$ cat config.mk
export PLATFORM = sky130hd
export DESIGN_NAME = axi_read_port
export DESIGN_NICKNAME = d
export VERILOG_FILES = /design/src/shared/rdport_pkg.sv /design/src/port_regs.sv /design/src/axi_read_port.sv
export SDC_FILE = /design/constraint.sdc
export NUM_CORES = 1
export LEC_CHECK = 0
export ABC_AREA = 0
export BUFFER_PORTS_ARGS = -buffer_cell sky130_fd_sc_hd__buf_4
export CORE_AREA = 3 3 183 185
export CTS_CLUSTER_DIAMETER = 120
export DETAILED_ROUTE_END_ITERATION = 16
export DIE_AREA = 0 0 186 188
export GPL_ROUTABILITY_DRIVEN = 0
export SYNTH_ARGS = -nofsm -noshare
export SYNTH_HDL_FRONTEND = slang
export SYNTH_SLANG_ARGS = --single-unit
$ cat constraint.sdc
create_clock -name i_clk -period 12.65 [get_ports i_clk]
set_input_delay 0 -clock i_clk [delete_from_list [all_inputs] [get_ports i_clk]]
set_output_delay 0 -clock i_clk [all_outputs]
set_load 0.03 [all_outputs]
$ cat src/shared/rdport_pkg.sv
package rdport_pkg;
  localparam int ID_W = 9;
  localparam int ADDR_W = 29;
  localparam int LEN_W = 8;
  localparam int DATA_W = 128;
  localparam int CHECK_W = 16;
  localparam int ROW_W = 14;
  localparam int COL_W = 6;
  localparam int BANK_W = 4;
  localparam int RESP_W = 2;
  localparam int CNT_W = 16;
  localparam int QOS_W = 4;
  // address field positions
  localparam int COL_LSB = 4;
  localparam int BANK_LSB_RBC = 10;
  localparam int ROW_LSB_RBC = 14;
  localparam int ROW_LSB_BRC = 10;
  localparam int BANK_LSB_BRC = 24;
  localparam int STACK_BIT = 28;
  localparam int GROUP_LSB = 2;
  localparam int GROUP_W = 2;
  // transfer encodings
  localparam logic [2:0] SIZE_32B = 3'h5;
  localparam logic [2:0] SIZE_64B = 3'h6;
  localparam logic [LEN_W-1:0] LEN_MAX_32B = 8'h01;
  localparam logic [LEN_W-1:0] LEN_MAX_64B = 8'h03;
  localparam logic [QOS_W-1:0] QOS_HIGH = 4'hf;
  localparam logic [RESP_W-1:0] RESP_OKAY = 2'h0;
  localparam logic [RESP_W-1:0] RESP_SLVERR = 2'h2;
  // register map
  localparam int WB_ADR_W = 4;
  localparam logic [WB_ADR_W-1:0] REG_CTRL = 4'h0;
  localparam logic [WB_ADR_W-1:0] REG_STATUS = 4'h4;
  localparam logic [WB_ADR_W-1:0] REG_RD_COUNT = 4'h8;
  localparam logic [WB_ADR_W-1:0] REG_DBE_COUNT = 4'hc;
  localparam int CTRL_W = 3;
  localparam int CTRL_ENABLE_BIT = 0;
  localparam int CTRL_8GB_BIT = 1;
  localparam int CTRL_ORDER_BIT = 2;
  localparam logic [CTRL_W-1:0] CTRL_RESET = 3'h1;

  typedef enum logic [1:0] {
    S_IDLE = 2'b00,
    S_CMD = 2'b01,
    S_DATA = 2'b10,
    S_ERR = 2'b11
  } port_state_t;
endpackage : rdport_pkg

$ cat src/port_regs.sv
`timescale 1ns/100ps
module port_regs
  import rdport_pkg::*;
(
  input wire logic i_clk,
  input wire logic i_rst,
  input wire logic i_ce,
  input wire logic i_wb_cyc,
  input wire logic i_wb_stb,
  input wire logic i_wb_we,
  input wire logic [WB_ADR_W-1:0] i_wb_adr,
  input wire logic [3:0] i_wb_sel,
  input wire logic [31:0] i_wb_dat,
  output logic [31:0] o_wb_dat,
  output logic o_wb_ack,
  input wire logic i_cal_ready,
  input wire logic i_busy,
  input wire logic [CNT_W-1:0] i_rd_count,
  input wire logic [CNT_W-1:0] i_dbe_count,
  output logic [CTRL_W-1:0] o_ctrl
);
  typedef struct packed {
    logic ack;
    logic [31:0] dat;
    logic [CTRL_W-1:0] ctrl;
  } regs_t;

  localparam regs_t REGS_RST = '{ack: 1'b0, dat: 32'h0, ctrl: CTRL_RESET};

  regs_t q;
  regs_t n;
  logic [31:0] rd_mux;

  always_comb begin
    unique case (i_wb_adr)
      REG_CTRL: rd_mux = {29'h0, q.ctrl};
      REG_STATUS: rd_mux = {30'h0, i_busy, i_cal_ready};
      REG_RD_COUNT: rd_mux = {16'h0, i_rd_count};
      REG_DBE_COUNT: rd_mux = {16'h0, i_dbe_count};
      default: rd_mux = 32'h0;
    endcase
  end

  always_comb begin
    n = q;
    if (i_ce) begin
      // ack lasts one cycle, then drops even if the master still holds stb
      n.ack = i_wb_cyc && i_wb_stb && !q.ack;
      if (i_wb_cyc && i_wb_stb && !q.ack) begin
        n.dat = rd_mux;
      end
      // write lands on the edge where the master samples ack
      if (i_wb_cyc && i_wb_stb && q.ack && i_wb_we && i_wb_sel[0] && i_wb_adr == REG_CTRL) begin
        n.ctrl = i_wb_dat[CTRL_W-1:0];
      end
    end
  end

  always_ff @(posedge i_clk or posedge i_rst) begin
    if (i_rst) begin
      q <= REGS_RST;
    end else begin
      q <= n;
    end
  end

  assign o_wb_ack = q.ack;
  assign o_wb_dat = q.dat;
  assign o_ctrl = q.ctrl;
endmodule : port_regs

$ cat src/axi_read_port.sv
// Local design decisions: the address map and the Wishbone register port.
`timescale 1ns/100ps
module axi_read_port
  import rdport_pkg::*;
(
  input wire logic i_clk,
  input wire logic i_rst,
  input wire logic i_ce,
  input wire logic i_cal_done,
  input wire logic i_wb_cyc,
  input wire logic i_wb_stb,
  input wire logic i_wb_we,
  input wire logic [WB_ADR_W-1:0] i_wb_adr,
  input wire logic [3:0] i_wb_sel,
  input wire logic [31:0] i_wb_dat,
  output logic [31:0] o_wb_dat,
  output logic o_wb_ack,
  input wire logic [ID_W-1:0] i_arid,
  input wire logic [ADDR_W-1:0] i_araddr,
  input wire logic [LEN_W-1:0] i_arlen,
  input wire logic [2:0] i_arsize,
  input wire logic [1:0] i_arburst,
  input wire logic [2:0] i_arprot,
  input wire logic [QOS_W-1:0] i_arqos,
  input wire logic i_aruser,
  input wire logic i_arvalid,
  output logic o_arready,
  output logic [ID_W-1:0] o_rid,
  output logic [DATA_W-1:0] o_rdata,
  output logic [CHECK_W-1:0] o_ruser_data,
  output logic o_ruser_err_dbe,
  output logic [RESP_W-1:0] o_rresp,
  output logic o_rlast,
  output logic o_rvalid,
  input wire logic i_rready,
  output logic o_mem_cmd_valid,
  input wire logic i_mem_cmd_ready,
  output logic [BANK_W:0] o_mem_bank_index,
  output logic [GROUP_W-1:0] o_mem_group_index,
  output logic [ROW_W-1:0] o_mem_row_index,
  output logic [COL_W-1:0] o_mem_col_index,
  output logic o_mem_burst8,
  output logic o_mem_high_prio,
  output logic o_mem_auto_precharge,
  input wire logic i_mem_rd_valid,
  input wire logic [DATA_W-1:0] i_mem_rd_data,
  input wire logic [CHECK_W-1:0] i_mem_rd_check,
  input wire logic i_mem_rd_dbe,
  output logic o_mem_rd_ready
);
  ////////////////////////////////////////////////////////////////////////////
  typedef struct packed {
    port_state_t st;
    logic cal_meta;
    logic cal_sync;
    logic arready;
    logic [ID_W-1:0] id;
    logic [LEN_W-1:0] beats_left;
    logic cmd_valid;
    logic [BANK_W:0] bank;
    logic [ROW_W-1:0] row;
    logic [COL_W-1:0] col;
    logic burst8;
    logic high_prio;
    logic auto_pre;
    logic mem_rd_ready;
    logic rvalid;
    logic [DATA_W-1:0] rdata;
    logic [CHECK_W-1:0] rcheck;
    logic rdbe;
    logic [RESP_W-1:0] rresp;
    logic rlast;
    logic [CNT_W-1:0] rd_count;
    logic [CNT_W-1:0] dbe_count;
  } port_t;

  localparam port_t PORT_RST = '0;

  port_t q;
  port_t n;
  logic [CTRL_W-1:0] ctrl;
  logic ar_take;
  logic r_take;

  ////////////////////////////////////////////////////////////////////////////
  // address decode, shared by the datapath and its checks
  // stack bit is masked on the small stack so a stray top bit cannot alias a bank
  function automatic logic [BANK_W:0] bank_of(input logic [ADDR_W-1:0] a, input logic order,
                                             input logic big);
    logic [BANK_W-1:0] b;
    b = order ? a[BANK_LSB_BRC +: BANK_W] : a[BANK_LSB_RBC +: BANK_W];
    return {big & a[STACK_BIT], b};
  endfunction : bank_of

  function automatic logic [ROW_W-1:0] row_of(input logic [ADDR_W-1:0] a, input logic order);
    return order ? a[ROW_LSB_BRC +: ROW_W] : a[ROW_LSB_RBC +: ROW_W];
  endfunction : row_of

  function automatic logic size_fits(input logic [2:0] size, input logic [LEN_W-1:0] len);
    return (size == SIZE_32B && len <= LEN_MAX_32B) || (size == SIZE_64B && len <= LEN_MAX_64B);
  endfunction : size_fits

  ////////////////////////////////////////////////////////////////////////////
  port_regs u_regs (
    .i_clk(i_clk),
    .i_rst(i_rst),
    .i_ce(i_ce),
    .i_wb_cyc(i_wb_cyc),
    .i_wb_stb(i_wb_stb),
    .i_wb_we(i_wb_we),
    .i_wb_adr(i_wb_adr),
    .i_wb_sel(i_wb_sel),
    .i_wb_dat(i_wb_dat),
    .o_wb_dat(o_wb_dat),
    .o_wb_ack(o_wb_ack),
    .i_cal_ready(q.cal_sync),
    .i_busy(q.st != S_IDLE),
    .i_rd_count(q.rd_count),
    .i_dbe_count(q.dbe_count),
    .o_ctrl(ctrl)
  );

  assign ar_take = q.arready && i_arvalid;
  assign r_take = q.rvalid && i_rready;

  ////////////////////////////////////////////////////////////////////////////
  // burst type and protection are accepted but steer nothing: one burst only
  always_comb begin
    n = q;
    if (i_ce) begin
      n.cal_meta = i_cal_done;
      n.cal_sync = q.cal_meta;
      unique case (q.st)
        S_IDLE: begin
          // ready may rise with no request pending; one request in flight keeps order
          n.arready = q.cal_sync && ctrl[CTRL_ENABLE_BIT] && !ar_take;
          if (ar_take) begin
            n.id = i_arid;
            n.beats_left = i_arlen;
            n.bank = bank_of(i_araddr, ctrl[CTRL_ORDER_BIT], ctrl[CTRL_8GB_BIT]);
            n.row = row_of(i_araddr, ctrl[CTRL_ORDER_BIT]);
            n.col = i_araddr[COL_LSB +: COL_W];
            n.burst8 = i_arsize == SIZE_64B;
            n.high_prio = i_arqos == QOS_HIGH;
            n.auto_pre = i_aruser;
            if (size_fits(i_arsize, i_arlen)) begin
              n.st = S_CMD;
              n.cmd_valid = 1'b1;
            end else begin
              // unsupported shape: answer every beat with an error, no memory access
              n.st = S_ERR;
              n.rvalid = 1'b1;
              n.rdata = '0;
              n.rcheck = '0;
              n.rdbe = 1'b0;
              n.rresp = RESP_SLVERR;
              n.rlast = i_arlen == 8'h00;
            end
          end
        end
        S_CMD: begin
          if (i_mem_cmd_ready) begin
            n.cmd_valid = 1'b0;
            n.mem_rd_ready = 1'b1;
            n.st = S_DATA;
          end
        end
        S_DATA: begin
          // one beat held at a time: half rate, but no skid buffer needed
          if (q.mem_rd_ready && i_mem_rd_valid) begin
            n.mem_rd_ready = 1'b0;
            n.rvalid = 1'b1;
            n.rdata = i_mem_rd_data;
            n.rcheck = i_mem_rd_check;
            n.rdbe = i_mem_rd_dbe;
            n.rresp = RESP_OKAY;
            n.rlast = q.beats_left == 8'h00;
            if (i_mem_rd_dbe) begin
              n.dbe_count = q.dbe_count + 16'h1;
            end
          end
          // payload stays put while the master stalls
          if (r_take) begin
            n.rvalid = 1'b0;
            if (q.rlast) begin
              n.st = S_IDLE;
              n.rd_count = q.rd_count + 16'h1;
            end else begin
              n.beats_left = q.beats_left - 8'h1;
              n.mem_rd_ready = 1'b1;
            end
          end
        end
        S_ERR: begin
          if (r_take) begin
            if (q.rlast) begin
              n.rvalid = 1'b0;
              n.st = S_IDLE;
            end else begin
              n.beats_left = q.beats_left - 8'h1;
              n.rlast = q.beats_left == 8'h01;
            end
          end
        end
      endcase
    end
  end

  always_ff @(posedge i_clk or posedge i_rst) begin
    if (i_rst) begin
      q <= PORT_RST;
    end else begin
      q <= n;
    end
  end

  assign o_arready = q.arready;
  assign o_rid = q.id;
  assign o_rdata = q.rdata;
  assign o_ruser_data = q.rcheck;
  assign o_ruser_err_dbe = q.rdbe;
  assign o_rresp = q.rresp;
  assign o_rlast = q.rlast;
  assign o_rvalid = q.rvalid;
  assign o_mem_cmd_valid = q.cmd_valid;
  assign o_mem_bank_index = q.bank;
  assign o_mem_group_index = q.bank[GROUP_LSB +: GROUP_W];
  assign o_mem_row_index = q.row;
  assign o_mem_col_index = q.col;
  assign o_mem_burst8 = q.burst8;
  assign o_mem_high_prio = q.high_prio;
  assign o_mem_auto_precharge = q.auto_pre;
  assign o_mem_rd_ready = q.mem_rd_ready;

  ////////////////////////////////////////////////////////////////////////////
  // checking helpers
  // beat count kept apart from the datapath counter so the last-beat check is independent
  logic [ID_W-1:0] chk_id;
  logic [LEN_W-1:0] chk_len;
  logic [LEN_W-1:0] chk_beats;

  always_ff @(posedge i_clk or posedge i_rst) begin
    if (i_rst) begin
      chk_id <= '0;
      chk_len <= '0;
      chk_beats <= '0;
    end else if (i_ce) begin
      if (ar_take) begin
        chk_id <= i_arid;
        chk_len <= i_arlen;
        chk_beats <= '0;
      end else if (r_take) begin
        chk_beats <= chk_beats + 8'h1;
      end
    end
  end
endmodule : axi_read_port

## Word level (Yosys, flattened, before mapping)

Index checks and enable logic that the tools add are counted.

| word-level totals | value |
|---|---|
| register bits after elaboration | 269 |
| bits of input ports | 255 |
| word-level logic and storage cells | 122 |

| cells by class | value |
|---|---|
| $add $sub $neg | 3 |
| $lt $le $gt $ge | 2 |
| equal/unequal tests | 21 |
| muxes and demuxes | 30 |
| bitwise operators | 1 |
| reductions and logical operators | 40 |

Operator list:

| cell | count |
|---|---|
| 149-bit 2-to-1 mux | 2 |
| 147-bit case mux with 2 select lines | 1 |
| 150-bit 2-to-1 mux | 1 |
| 16-bit case mux with 4 select lines | 1 |
| 37-bit 2-to-1 mux | 1 |
| 16-bit by 1-bit adder with 16-bit output, second input constant | 2 |
| 5-bit AND reduction | 4 |
| 8-bit logical NOT | 2 |
| 8-bit 2-to-1 mux | 2 |
| 2-bit inequality test, second input constant | 8 |
| 8-bit case mux with 2 select lines | 1 |
| 14-bit 2-to-1 mux | 1 |
| 1-bit logical AND | 13 |
| 4-bit == test, second input constant | 3 |
| 2-bit 2-to-1 mux | 6 |
| 2-bit nonzero test | 5 |
| 8-bit by 1-bit == test with 1-bit output, second input constant | 1 |
| 8-bit by 1-bit <= comparator with 1-bit output, second input constant | 1 |
| 8-bit by 2-bit <= comparator with 1-bit output, second input constant | 1 |
| 1-bit 2-to-1 mux | 8 |
| 4-bit AND reduction | 2 |
| 8-bit by 1-bit subtractor with 8-bit output, second input constant | 1 |
| 7-bit AND reduction | 1 |
| 3-bit == test, second input constant | 2 |
| 19 further kinds | 27 |

## Logic depth before layout (Yosys ltp)

Gate-level depths: netlist of the first run.

| depth | value |
|---|---|
| depth in word-level cells | 6 |
| mapped depth | 7 |

## Cells and area by module

From an unflattened synthesis of the first run, not the netlist that was laid out.

| unflattened totals | value |
|---|---|
| cell total of the unflattened synthesis | 1338 |
| area total of the unflattened synthesis | 12375.6 um^2 |

By module, submodules not included:

| module | times used | cells each | area an instance (um^2) | seq. area each (um^2) |
|---|---|---|---|---|
| axi_read_port | 1 | 1233 | 11237.0 | 5805.6 |
| port_regs | 1 | 105 | 1138.6 | 501.7 |

## Least setup slack after synthesis of the first run

No wires, ideal clock.

| path | value |
|---|---|
| kind | flip-flop to flip-flop |
| start | register q, in the netlist o_mem_rd_ready |
| end | register q[13] (netlist name) |
| setup time | 0.079 ns |
| arrival time | 1.815 ns |
| required time | 12.571 ns |
| slack | 10.755 ns |
| cell stages (with the launch flop) | 6 |
| path through | dfrtp_1 -> nand2_1 -> or4_1 -> clkbuf_1 -> nor4_1 -> xor2_1 |

| on the way | value |
|---|---|
| word-level cells in the longest chain between the ends | 2 |

RTL lines:

| what | RTL line | RTL |
|---|---|---|
| from (decl) | axi_read_port.sv:79 | `port_t q;` |
| from (signal assigned) | axi_read_port.sv:213 | `q <= n;` |
| 1-bit logical AND | axi_read_port.sv:170 | `if (q.mem_rd_ready && i_mem_rd_valid) begin` |
| 4-bit AND reduction (no line) | n/a |  |

No other way between the ends.
A chain may end at the register's enable or synchronous reset.

## Worst setup path in the final report of the first run

| path | value |
|---|---|
| start | input i_arlen[2] |
| end | register q, in the netlist o_rdata[34] |

| on the way | value |
|---|---|
| word-level cells in the longest chain between the ends | 5 |
| elaborated cells between the ends (all ways) | 7 |
| those cells by class | 2 x order compare; 1 x eq/ne; 4 x reduce/logical |

RTL lines:

| what | RTL line | RTL |
|---|---|---|
| from (decl) | axi_read_port.sv:20 | `input wire logic [LEN_W-1:0] i_arlen,` |
| 8-bit by 1-bit <= comparator with 1-bit output / 8-bit by 2-bit <= comparator with 1-bit output (equally long branches) | axi_read_port.sv:100 | `return (size == SIZE_32B && len <= LEN_MAX_32B) \|\| (size == SIZE_64B && len <= LEN_MAX_64B);` |
| 1-bit logical AND | axi_read_port.sv:100 |  |
| 1-bit logical OR (*) | axi_read_port.sv:100 |  |
| 2-bit inequality test (no line) (*) | n/a |  |
| 5-bit AND reduction (no line) (*) | n/a |  |

Mark *: on every way between the ends. The rest lies on a longest branch, timed or not.

==> impl_metrics.tcl, run 1 <==
set metrics [dict create \
    die_h_um 188 \
    postPlaceCellArea_mm2 0.0137 \
    post-route-min-period_ps 3760 \
    tightest_slew_ps 1130 \
    async_flop_share_pct 100 \
    yosysWarnings 0 \
    final_common_cell "buf_4" \
    whs_ps 51.2 \
    crit_path_end_kind "register" \
    drc 0 \
    first_global_vias 9726 \
    avgSynthCellArea_um2 11.6 \
    timing.final.crit_share_pct 29.7 \
    fin_util_pct 52.9 \
    vias 9218 \
    p_per_area_mw_per_mm2 212 \
    drive_above_1_share_pct 35.2 \
    yosysSeqAreaShare_pct 53.0 \
    start_kind "primary input" \
    top_level_ports 479 \
    pre_cts_slack_ps 9150 \
    start_util_pct 37.0 \
    drv_slew 0 \
    track_usage_pct 18.8 \
    grt_max_degree 130 \
    cts_tree "built" \
    avgRoutedWirePerCell_um 17.9 \
    antenna_cells 0 \
    slew_headroom_pct 24.3 \
    portBuffers 420 \
    layout.nets 1732 \
    fin_area_mm2 0.0170 \
    hold_violations 0 \
    synthFlopType "dfrtp_1" \
    layout_common_cells "buf_4 (426), dfrtp_1 (251), dlygate4sd3_1 (221), a22o_1 (123), nand2_1 (110)" \
    avgViaCountPerCell 4.84 \
    ys_ff_latch 252 \
    cap_violations 0 \
    cts_made_buffers 30 \
    htree_levels 1 \
    status "complete, no violations" \
    drtIter0Drc 499 \
    hpwl_um 21900 \
    crit_fanout 104 \
    report.final.setup_viol 0 \
    final.setup.worst_slack_ps 8890 \
    clock.fmax_mhz 266 \
    synth_area_mm2 0.0119 \
    ir_drop_v 0.000119 \
    gr-total-overflow 0 \
    die-area_mm2 0.0350 \
    path_clk_slew_ps 60 \
    synthCells 1030 \
    finClkSkew_ps 16.0 \
    core_region_area_mm2 0.0322 \
    antenna_found_initial 0 \
    clockBufferDepth 3 \
    area_growth_pct 43.0 \
    rsz0062_at_grt "false" \
    setup_tns_ps 0 \
    drtAntennaViolNets 0 \
    die_x_um 186 \
    first_pass_iters 5 \
    routed_wl_um 34100 \
    cts-root-buf "clkbuf_16" \
    yosysUniqueCellTypes 58 \
    p_total_mw 3.61 \
    instances_no_fill 1905 \
    row_count 66 \
    synth-edff-count 0 \
    dp_cells 1628 \
    p_leak_nw 8.43 \
    cp.required_ps 13130 \
    grt_pass1_wl_um 53700 \
    clkSinkCount 252 \
    path_class "primary input to register" \
    cp_data_arrival_time_ps 4230 \
    clock_latency_ps 550 \
    hold_class "primary input to register" \
]
power breakdown:
part	switching [mW]	leakage [nW]	internal [mW]
Sequential	0.170	3.28	1.05
Clock	0.360	0.554	0.614
Combinational	0.824	4.60	0.596
Total	1.35	8.43	2.26
flip-flops by register name, indices dropped and copies added, names as in the netlist, 3 cells and up:
| register | cells |
|---|---|
| u_regs.o_ctrl | 3 |
| o_mem_bank_index | 5 |
| q | 44 |
| o_mem_row_index | 14 |
| o_ruser_data | 16 |
| o_mem_col_index | 6 |
| o_rdata | 128 |
| o_rid | 9 |
| u_regs.o_wb_dat | 16 |
layout make-up:
| class | instances | area (um^2) |
|---|---|---|
| multi-input cells | 525 | 3580 |
| inverters | 17 | 71.3 |
| fillers | 2772 | 15200 |
| clock buffers | 36 | 835 |
| flip-flops and latches | 252 | 6310 |
| clock inverters | 20 | 305 |
| well taps | 408 | 510 |
| repair buffers | 647 | 5410 |
worst paths after layout:
kind,slack (ps),endpoint,depth (start not counted),startpoint
max reg2reg,9130,o_rdata[88],6,q[232]
min,50,o_rresp[1],5,i_arsize[2]
max,8890,o_rdata[34],9,i_arlen[2]
min reg2reg,480,q[31],1,q[31]
min in group asynchronous,170,o_rdata[99],3,i_rst
max in group asynchronous,10790,o_ruser_data[14],4,i_rst
per-layer routing:
metal / vias up / part of all wire, % / GRT usage, %
li1: 4317 / - / -
met4: 0 / 2.3 / 4.55
met3: 51 / 7.1 / 3.94
met1: 4499 / 42 / 24.1
met2: 351 / 49 / 32.6
met5: - / 0 / 0
kinds of logic after synthesis:
group,share of synthesized area [%]
buffers and inverters,17.6
other,0.0315
flip-flops,53.0
AO/OA/AOI/OAI,16.6
XOR/XNOR,2.21
adder cells (fa/ha/maj),0.420
AND/OR/NAND/NOR,7.53
multiplexers,2.64
timing repair:
action                                 CTS  global route
setup buffers                            0             0
hold buffers                           221             0
setup endpoints to repair                0             0
gates resized for setup                  0             0
endpoints found under the hold margin  353             0
critical path: stages:
cell           delay, ps
dlygate4sd3_1        540
buf_4                140
or4_4                510
dlygate4sd3_1        610
a2111o_4             420
a21oi_4              260
buf_4                440
buf_4                910
a22o_2               290
synthesized netlist by cell type, drive strengths merged, types with 11 or more instances:
| master | n | share of area (%) |
|---|---|---|
| nor2 | 18 | 0.57 |
| dfrtp | 251 | 53 |
| nand2 | 110 | 3.5 |
| xnor2 | 18 | 1.3 |
| xor2 | 12 | 0.88 |
| a22oi | 15 | 0.95 |
| buf | 217 | 15 |
| a22o | 149 | 11 |
| inv | 16 | 0.50 |
| mux2i | 19 | 1.6 |
| a21oi | 12 | 0.60 |
| nand3 | 18 | 0.76 |
| clkbuf | 33 | 1.9 |
| nor3 | 11 | 0.56 |
| o21ai | 50 | 2.1 |
(Power assumes the default switching activity.)
==> run 2, diff against run 1 <==
--- a/config.mk
+++ b/config.mk
@@ -5,13 +5,14 @@
 export SDC_FILE = /design/constraint.sdc
 export NUM_CORES = 1
 export LEC_CHECK = 0
-export ABC_AREA = 0
+export ABC_AREA = 1
 export BUFFER_PORTS_ARGS = -buffer_cell sky130_fd_sc_hd__buf_4
 export CORE_AREA = 3 3 183 185
 export CTS_CLUSTER_DIAMETER = 120
 export DETAILED_ROUTE_END_ITERATION = 16
 export DIE_AREA = 0 0 186 188
 export GPL_ROUTABILITY_DRIVEN = 0
+export PLACE_DENSITY = 0.69
 export SYNTH_ARGS = -nofsm -noshare
 export SYNTH_HDL_FRONTEND = slang
 export SYNTH_SLANG_ARGS = --single-unit
==> constraint.sdc (replaced) <==
create_clock -name i_clk -period 3.2 [get_ports i_clk]
set_input_delay 0 -clock i_clk [delete_from_list [all_inputs] [get_ports i_clk]]
set_output_delay 0 -clock i_clk [all_outputs]
set_load 0.03 [all_outputs]
==> impl_metrics.tcl, run 2 <==
set metrics [dict create \
    status "complete, no violations" \
    grt_max_degree 145 \
    drv_slew 0 \
    synthFlopType "dfrtp_1" \
    synth_commonest_cells "nand2_1 (582), dfrtp_1 (251), buf_4 (201), nand3_1 (186), inv_1 (82)" \
    cts-root-buf "clkbuf_16" \
    hold_path_depth 4 \
    timing.final.crit_share_pct 81.6 \
    cp_data_arrival_time_ps 3020 \
    hold_class "primary input to register" \
    finClkSkew_ps 24.6 \
    fillerInstances 2689 \
    post-route-min-period_ps 2610 \
    yosysSeqAreaShare_pct 49.7 \
    avgRoutedWirePerCell_um 16.8 \
    clkSinkCount 252 \
    slew_headroom_pct 33.2 \
    drive_above_1_share_pct 24.1 \
    track_usage_pct 22.4 \
    synth_area_mm2 0.0127 \
    clock.fmax_mhz 383 \
    cap_violations 0 \
    rsz0062_at_grt "false" \
    yosysWarnings 0 \
    row_count 66 \
    synth_compound_area_share_pct 3.88 \
    r2r_setup_slack_ps 590 \
    gr-total-overflow 0 \
    cts_tree "built" \
    p_leak_nw 9.53 \
    yosys.area_share.xor_xnor_pct 1.52 \
    ys_ff_latch 252 \
    start_kind "register" \
    hpwl_um 26400 \
    layout.nets 2277 \
    cts_made_buffers 27 \
    tightest_slew_ps 1000 \
    antenna_found_initial 3 \
    p_per_area_mw_per_mm2 584 \
    avgViaCountPerCell 4.88 \
    report.final.setup_viol 0 \
    grt_pass1_wl_um 63300 \
    hold_violations 0 \
    synthCells 1582 \
    worstRegToRegCells 7 \
    min_to "q[232]" \
    avgSynthCellArea_um2 8.02 \
    die-area_mm2 0.0350 \
    synth-edff-count 0 \
    synthAdderAreaFrac_pct 0.394 \
    async_flop_share_pct 100 \
    pre_cts_slack_ps 941 \
    area_growth_pct 41.1 \
    p_total_mw 10.5 \
    yosysUniqueCellTypes 29 \
    top_level_ports 479 \
    synth_top_area_share_pct 49.5 \
    reg2reg_from "q[232]" \
    crit_fanout 15 \
    clock_latency_ps 540 \
    drtIter0Drc 1020 \
    crit_path_end_kind "register" \
    first_pass_iters 7 \
    layout_common_cells "nand2_1 (581), buf_4 (428), dfrtp_1 (251), dlygate4sd3_1 (223), nand3_1 (186)" \
    synth_most_common_cell "nand2_1" \
    start_util_pct 39.4 \
    die_x_um 186 \
    first_global_vias 11800 \
    final.setup.worst_slack_ps 589 \
    timing.rr.end "o_mem_rd_ready" \
    die_h_um 188 \
    synth_top_area_cell "dfrtp_1" \
    routed_wl_um 41200 \
    cts_resized 0 \
    portBuffers 420 \
    final_common_cell "nand2_1" \
    fin_util_pct 55.6 \
    synth_area_leaders "dfrtp_1 (50%), nand2_1 (17%), buf_4 (12%)" \
    vias 12000 \
    path_class "register to register" \
    ir_drop_v 0.000351 \
    htree_levels 1 \
    core_region_area_mm2 0.0322 \
    synth-simple-area-share_pct 27.9 \
    synth.area.mux_share_pct 0 \
    whs_ps 27.0 \
    drtAntennaViolNets 0 \
    synth_top_family_by_area "simple AND/OR/NAND/NOR gates" \
    clockBufferDepth 3 \
    path_clk_slew_ps 60 \
    largest_register_ffs 128 \
    cp.required_ps 3610 \
    drc 0 \
    hold_start "i_rready" \
]
## run 2: cell count changes after synthesis, moves of 12 or more
cell	delta
nand2_1	+472
a22o_1	-123
mux2i_1	-19
buf_1	+12
xnor2_1	-16
nand3_1	+168
a22oi_1	-15
inv_1	+66
buf_2	+27
a22o_2	-26
o22ai_1	+15
nor2_1	+44
## run 2: what timing repair did
action / 4_1_cts / 5_1_grt
buffers inserted: 0 / 0
hold buffers: 223 / 0
hold endpoints to repair: 475 / 0
## run 2: through the flow
stage                     TNS, ps  instance area [um^2]  cells
after floorplan            -28830                 12800   1598
after global placement          0                 14800   2174
after detailed placement        0                 14800   2174
after CTS                       0                 17900   2447
after global routing            0                 17900   2450
final                           0                 17900   2450
## run 2: logic make-up after synthesis
family                     Yosys count
and+or+nand+nor                    860
buffers and inverters              351
DFF                                252
AOI/OAI and AO/OA                   92
xor gates and xnor gates            22
adders and majority gates            4
other                                1
## run 2: worst max path at each step
stage,from,endpoint,slack [ps],cells after the start
after CTS,q[232],o_mem_rd_ready,640,7
after floorplan,i_rst,o_arready,-110,1
after detailed placement,q[232],o_rdata[111],940,7
after global routing,q[232],o_mem_rd_ready,430,7
after global placement,q[232],o_ruser_data[6],980,8
final,q[232],o_mem_rd_ready,590,7
## run 2: worst max-delay path, stage by stage (launching register included)
cell and delay [ps]:
dfrtp_1 670, inv_1 330, nand3_1 140, a21oi_1 80, o21ai_0 70, dlygate4sd3_1 560, o21ai_0 70, dlygate4sd3_1 560
## run 2: area by class of cell
class / count / area (um^2) / share of cell area [%]
timing repair buffer: 656 / 5550 / 31.0
tap: 408 / 510 / 2.85
multi-input combinational: 995 / 4340 / 24.2
sequential: 252 / 6310 / 35.2
antenna: 3 / 7.51 / 0.0419
clock inverter: 8 / 75.1 / 0.419
inverter: 86 / 329 / 1.84
clock buffer: 42 / 792 / 4.42
## run 2: report_power, final
group / internal (mW) / switching (mW)
Clock: 1.78 / 1.29
Sequential: 3.73 / 0.342
Combinational: 1.27 / 2.03
Total: 6.79 / 3.67
## run 2: per-layer routing
layer,GRT usage (%),up-vias,share of wire (%)
li1,-,5653,-
met5,0,-,0
met1,26.8,5637,38
met3,4.27,127,7.8
met4,10.5,0,5.1
met2,38.7,536,49
==> run 3, diff against run 2 <==
==> constraint.sdc (replaced) <==
create_clock -name i_clk -period 2.4 [get_ports i_clk]
set_input_delay 0 -clock i_clk [delete_from_list [all_inputs] [get_ports i_clk]]
set_output_delay 0 -clock i_clk [all_outputs]
set_load 0.03 [all_outputs]
==> impl_metrics.tcl, run 3 (synthesis results as in run 2) <==
set metrics [dict create \
    avgViaCountPerCell 4.86 \
    finClkSkew_ps 8.84 \
    final.setup.worst_slack_ps 223 \
    cp_data_arrival_time_ps 2650 \
    drc 0 \
    hold_class "primary input to register" \
    dp_cells 2188 \
    vias 12000 \
    pre_cts_slack_ps 423 \
    drtIter0Drc 855 \
    instances_no_fill 2462 \
    largest_register_ffs 128 \
    drv_slew 0 \
    clkSinkCount 252 \
    postCtsSetupRepairBufs 0 \
    htree_levels 1 \
    hold_violations 0 \
    avgRoutedWirePerCell_um 16.7 \
    post-route-min-period_ps 2180 \
    grt_max_degree 147 \
    crit_path_end_kind "register" \
    layout.nets 2289 \
    core_region_area_mm2 0.0322 \
    die_x_um 186 \
    hold_path_depth 8 \
    status "complete, no violations" \
    whs_ps 24.6 \
    setup_tns_ps 0 \
    cts_tree "built" \
    cts_made_buffers 28 \
    p_leak_nw 9.64 \
    hold_start "i_arsize[1]" \
    die_h_um 188 \
    cap_violations 0 \
    tightest_slew_ps 806 \
    area_growth_pct 42.4 \
    start_util_pct 39.4 \
    fin_area_mm2 0.0181 \
    busiest_layer "met2" \
    drtAntennaViolNets 0 \
    fin_util_pct 56.1 \
    pwr-share-clk_pct 29.8 \
    grtUsageMet1_pct 26.6 \
    swShare_pct 34.7 \
    r2r_setup_slack_ps 220 \
    die-area_mm2 0.0350 \
    path_cells "nor2_2 > nand2_1 > nor2_4 > buf_4 > nor2_1 > a31oi_1 > dlygate4sd3_1" \
    comb_power_share_pct 31.4 \
    drive_above_1_share_pct 24.8 \
    p_per_area_mw_per_mm2 774 \
    rsz0062_at_grt "false" \
    layout_common_cells "nand2_1 (581), buf_4 (438), dfrtp_1 (251), dlygate4sd3_1 (220), nand3_1 (186)" \
    first_global_vias 11900 \
    grt_pass1_wl_um 63200 \
    slew_headroom_pct 46.2 \
    crit_fanout 19 \
    startpoint "q[232]" \
    gr-total-overflow 0 \
    final_common_cell "nand2_1" \
    timing.final.crit_share_pct 90.7 \
    routed_wl_um 41000 \
    timing.rr.end "o_mem_row_index[3]" \
    first_pass_iters 5 \
    clock.fmax_mhz 459 \
    track_usage_pct 22.4 \
    cp_slowest_stage_delay_ps 560 \
    antenna_found_initial 3 \
    seqPwrFrac_pct 38.8 \
    p_total_mw 14.0 \
    crit_slowest_cell "dlygate4sd3_1" \
    worstRegToRegCells 7 \
    reg2reg_from "q[232]" \
    report.final.setup_viol 0 \
    portBuffers 420 \
    path_class "register to register" \
    clockBufferDepth 3 \
    clock_latency_ps 540 \
    hpwl_um 27000 \
    ir_drop_v 0.000467 \
    grtUsageMet3_pct 4.00 \
    p_int_mw 9.13 \
    cp.required_ps 2870 \
    cts-root-buf "clkbuf_16" \
    row_count 66 \
    min_to "o_rlast" \
    path_clk_slew_ps 60 \
    met2_usage_pct 38.8 \
    top_level_ports 479 \
    postPlaceCellArea_mm2 0.0150 \
    start_kind "register" \
    p_sw_mw 4.85 \
]
run 3: worst max path at each step:
stage / to / slack, ps / cells past startpoint
2_1_floorplan: o_arready / -910 / 1
3_3_place_gp: o_mem_row_index[2] / 450 / 7
3_5_place_dp: o_mem_row_index[2] / 420 / 7
4_1_cts: o_mem_row_index[6] / 60 / 7
5_1_grt: o_mem_row_index[6] / 90 / 7
6_report: o_mem_row_index[3] / 220 / 7
run 3: critical path: cells and delay by family, from the launching register on:
family	cells	cell delay, ps
and+or+nand+nor	4	640
DFF	1	460
AOI/OAI and AO/OA	1	140
buffers and inverters	2	860
run 3: power groups by stage:
| stage | Clock, mW | Combinational (mW) | Sequential, mW |
|---|---|---|---|
| after global placement | 0 | 4.02 | 5.44 |
| after CTS | 4.28 | 4.36 | 5.39 |
| after detailed placement | 0 | 4.06 | 5.47 |
| final | 4.17 | 4.39 | 5.42 |
| after floorplan | 0 | 3.24 | 5.42 |
| after global routing | 4.45 | 4.65 | 5.51 |
run 3: area by class of cell:
class                           count  area, um^2
Clock buffer                       44         862
Sequential cell                   252        6310
Tap cell                          408         510
Fill cell                        2678       14100
Inverter                           86         329
Clock inverter                      7        40.0
Antenna cell                        3        7.51
Multi-Input combinational cell    995        4340
Timing Repair Buffer              667        5670
run 3: timing repair:
action	in CTS	in global routing
gates resized for setup	0	1
hold buffers	220	0
endpoints found under the setup margin	0	4
endpoints found under the hold margin	289	0
run 3: metal layers:
layer	share of wire, %	routed length (um)
met1	38	15700
met2	49	20200
met3	6.8	2800
met4	5.7	2320
met5	0	0
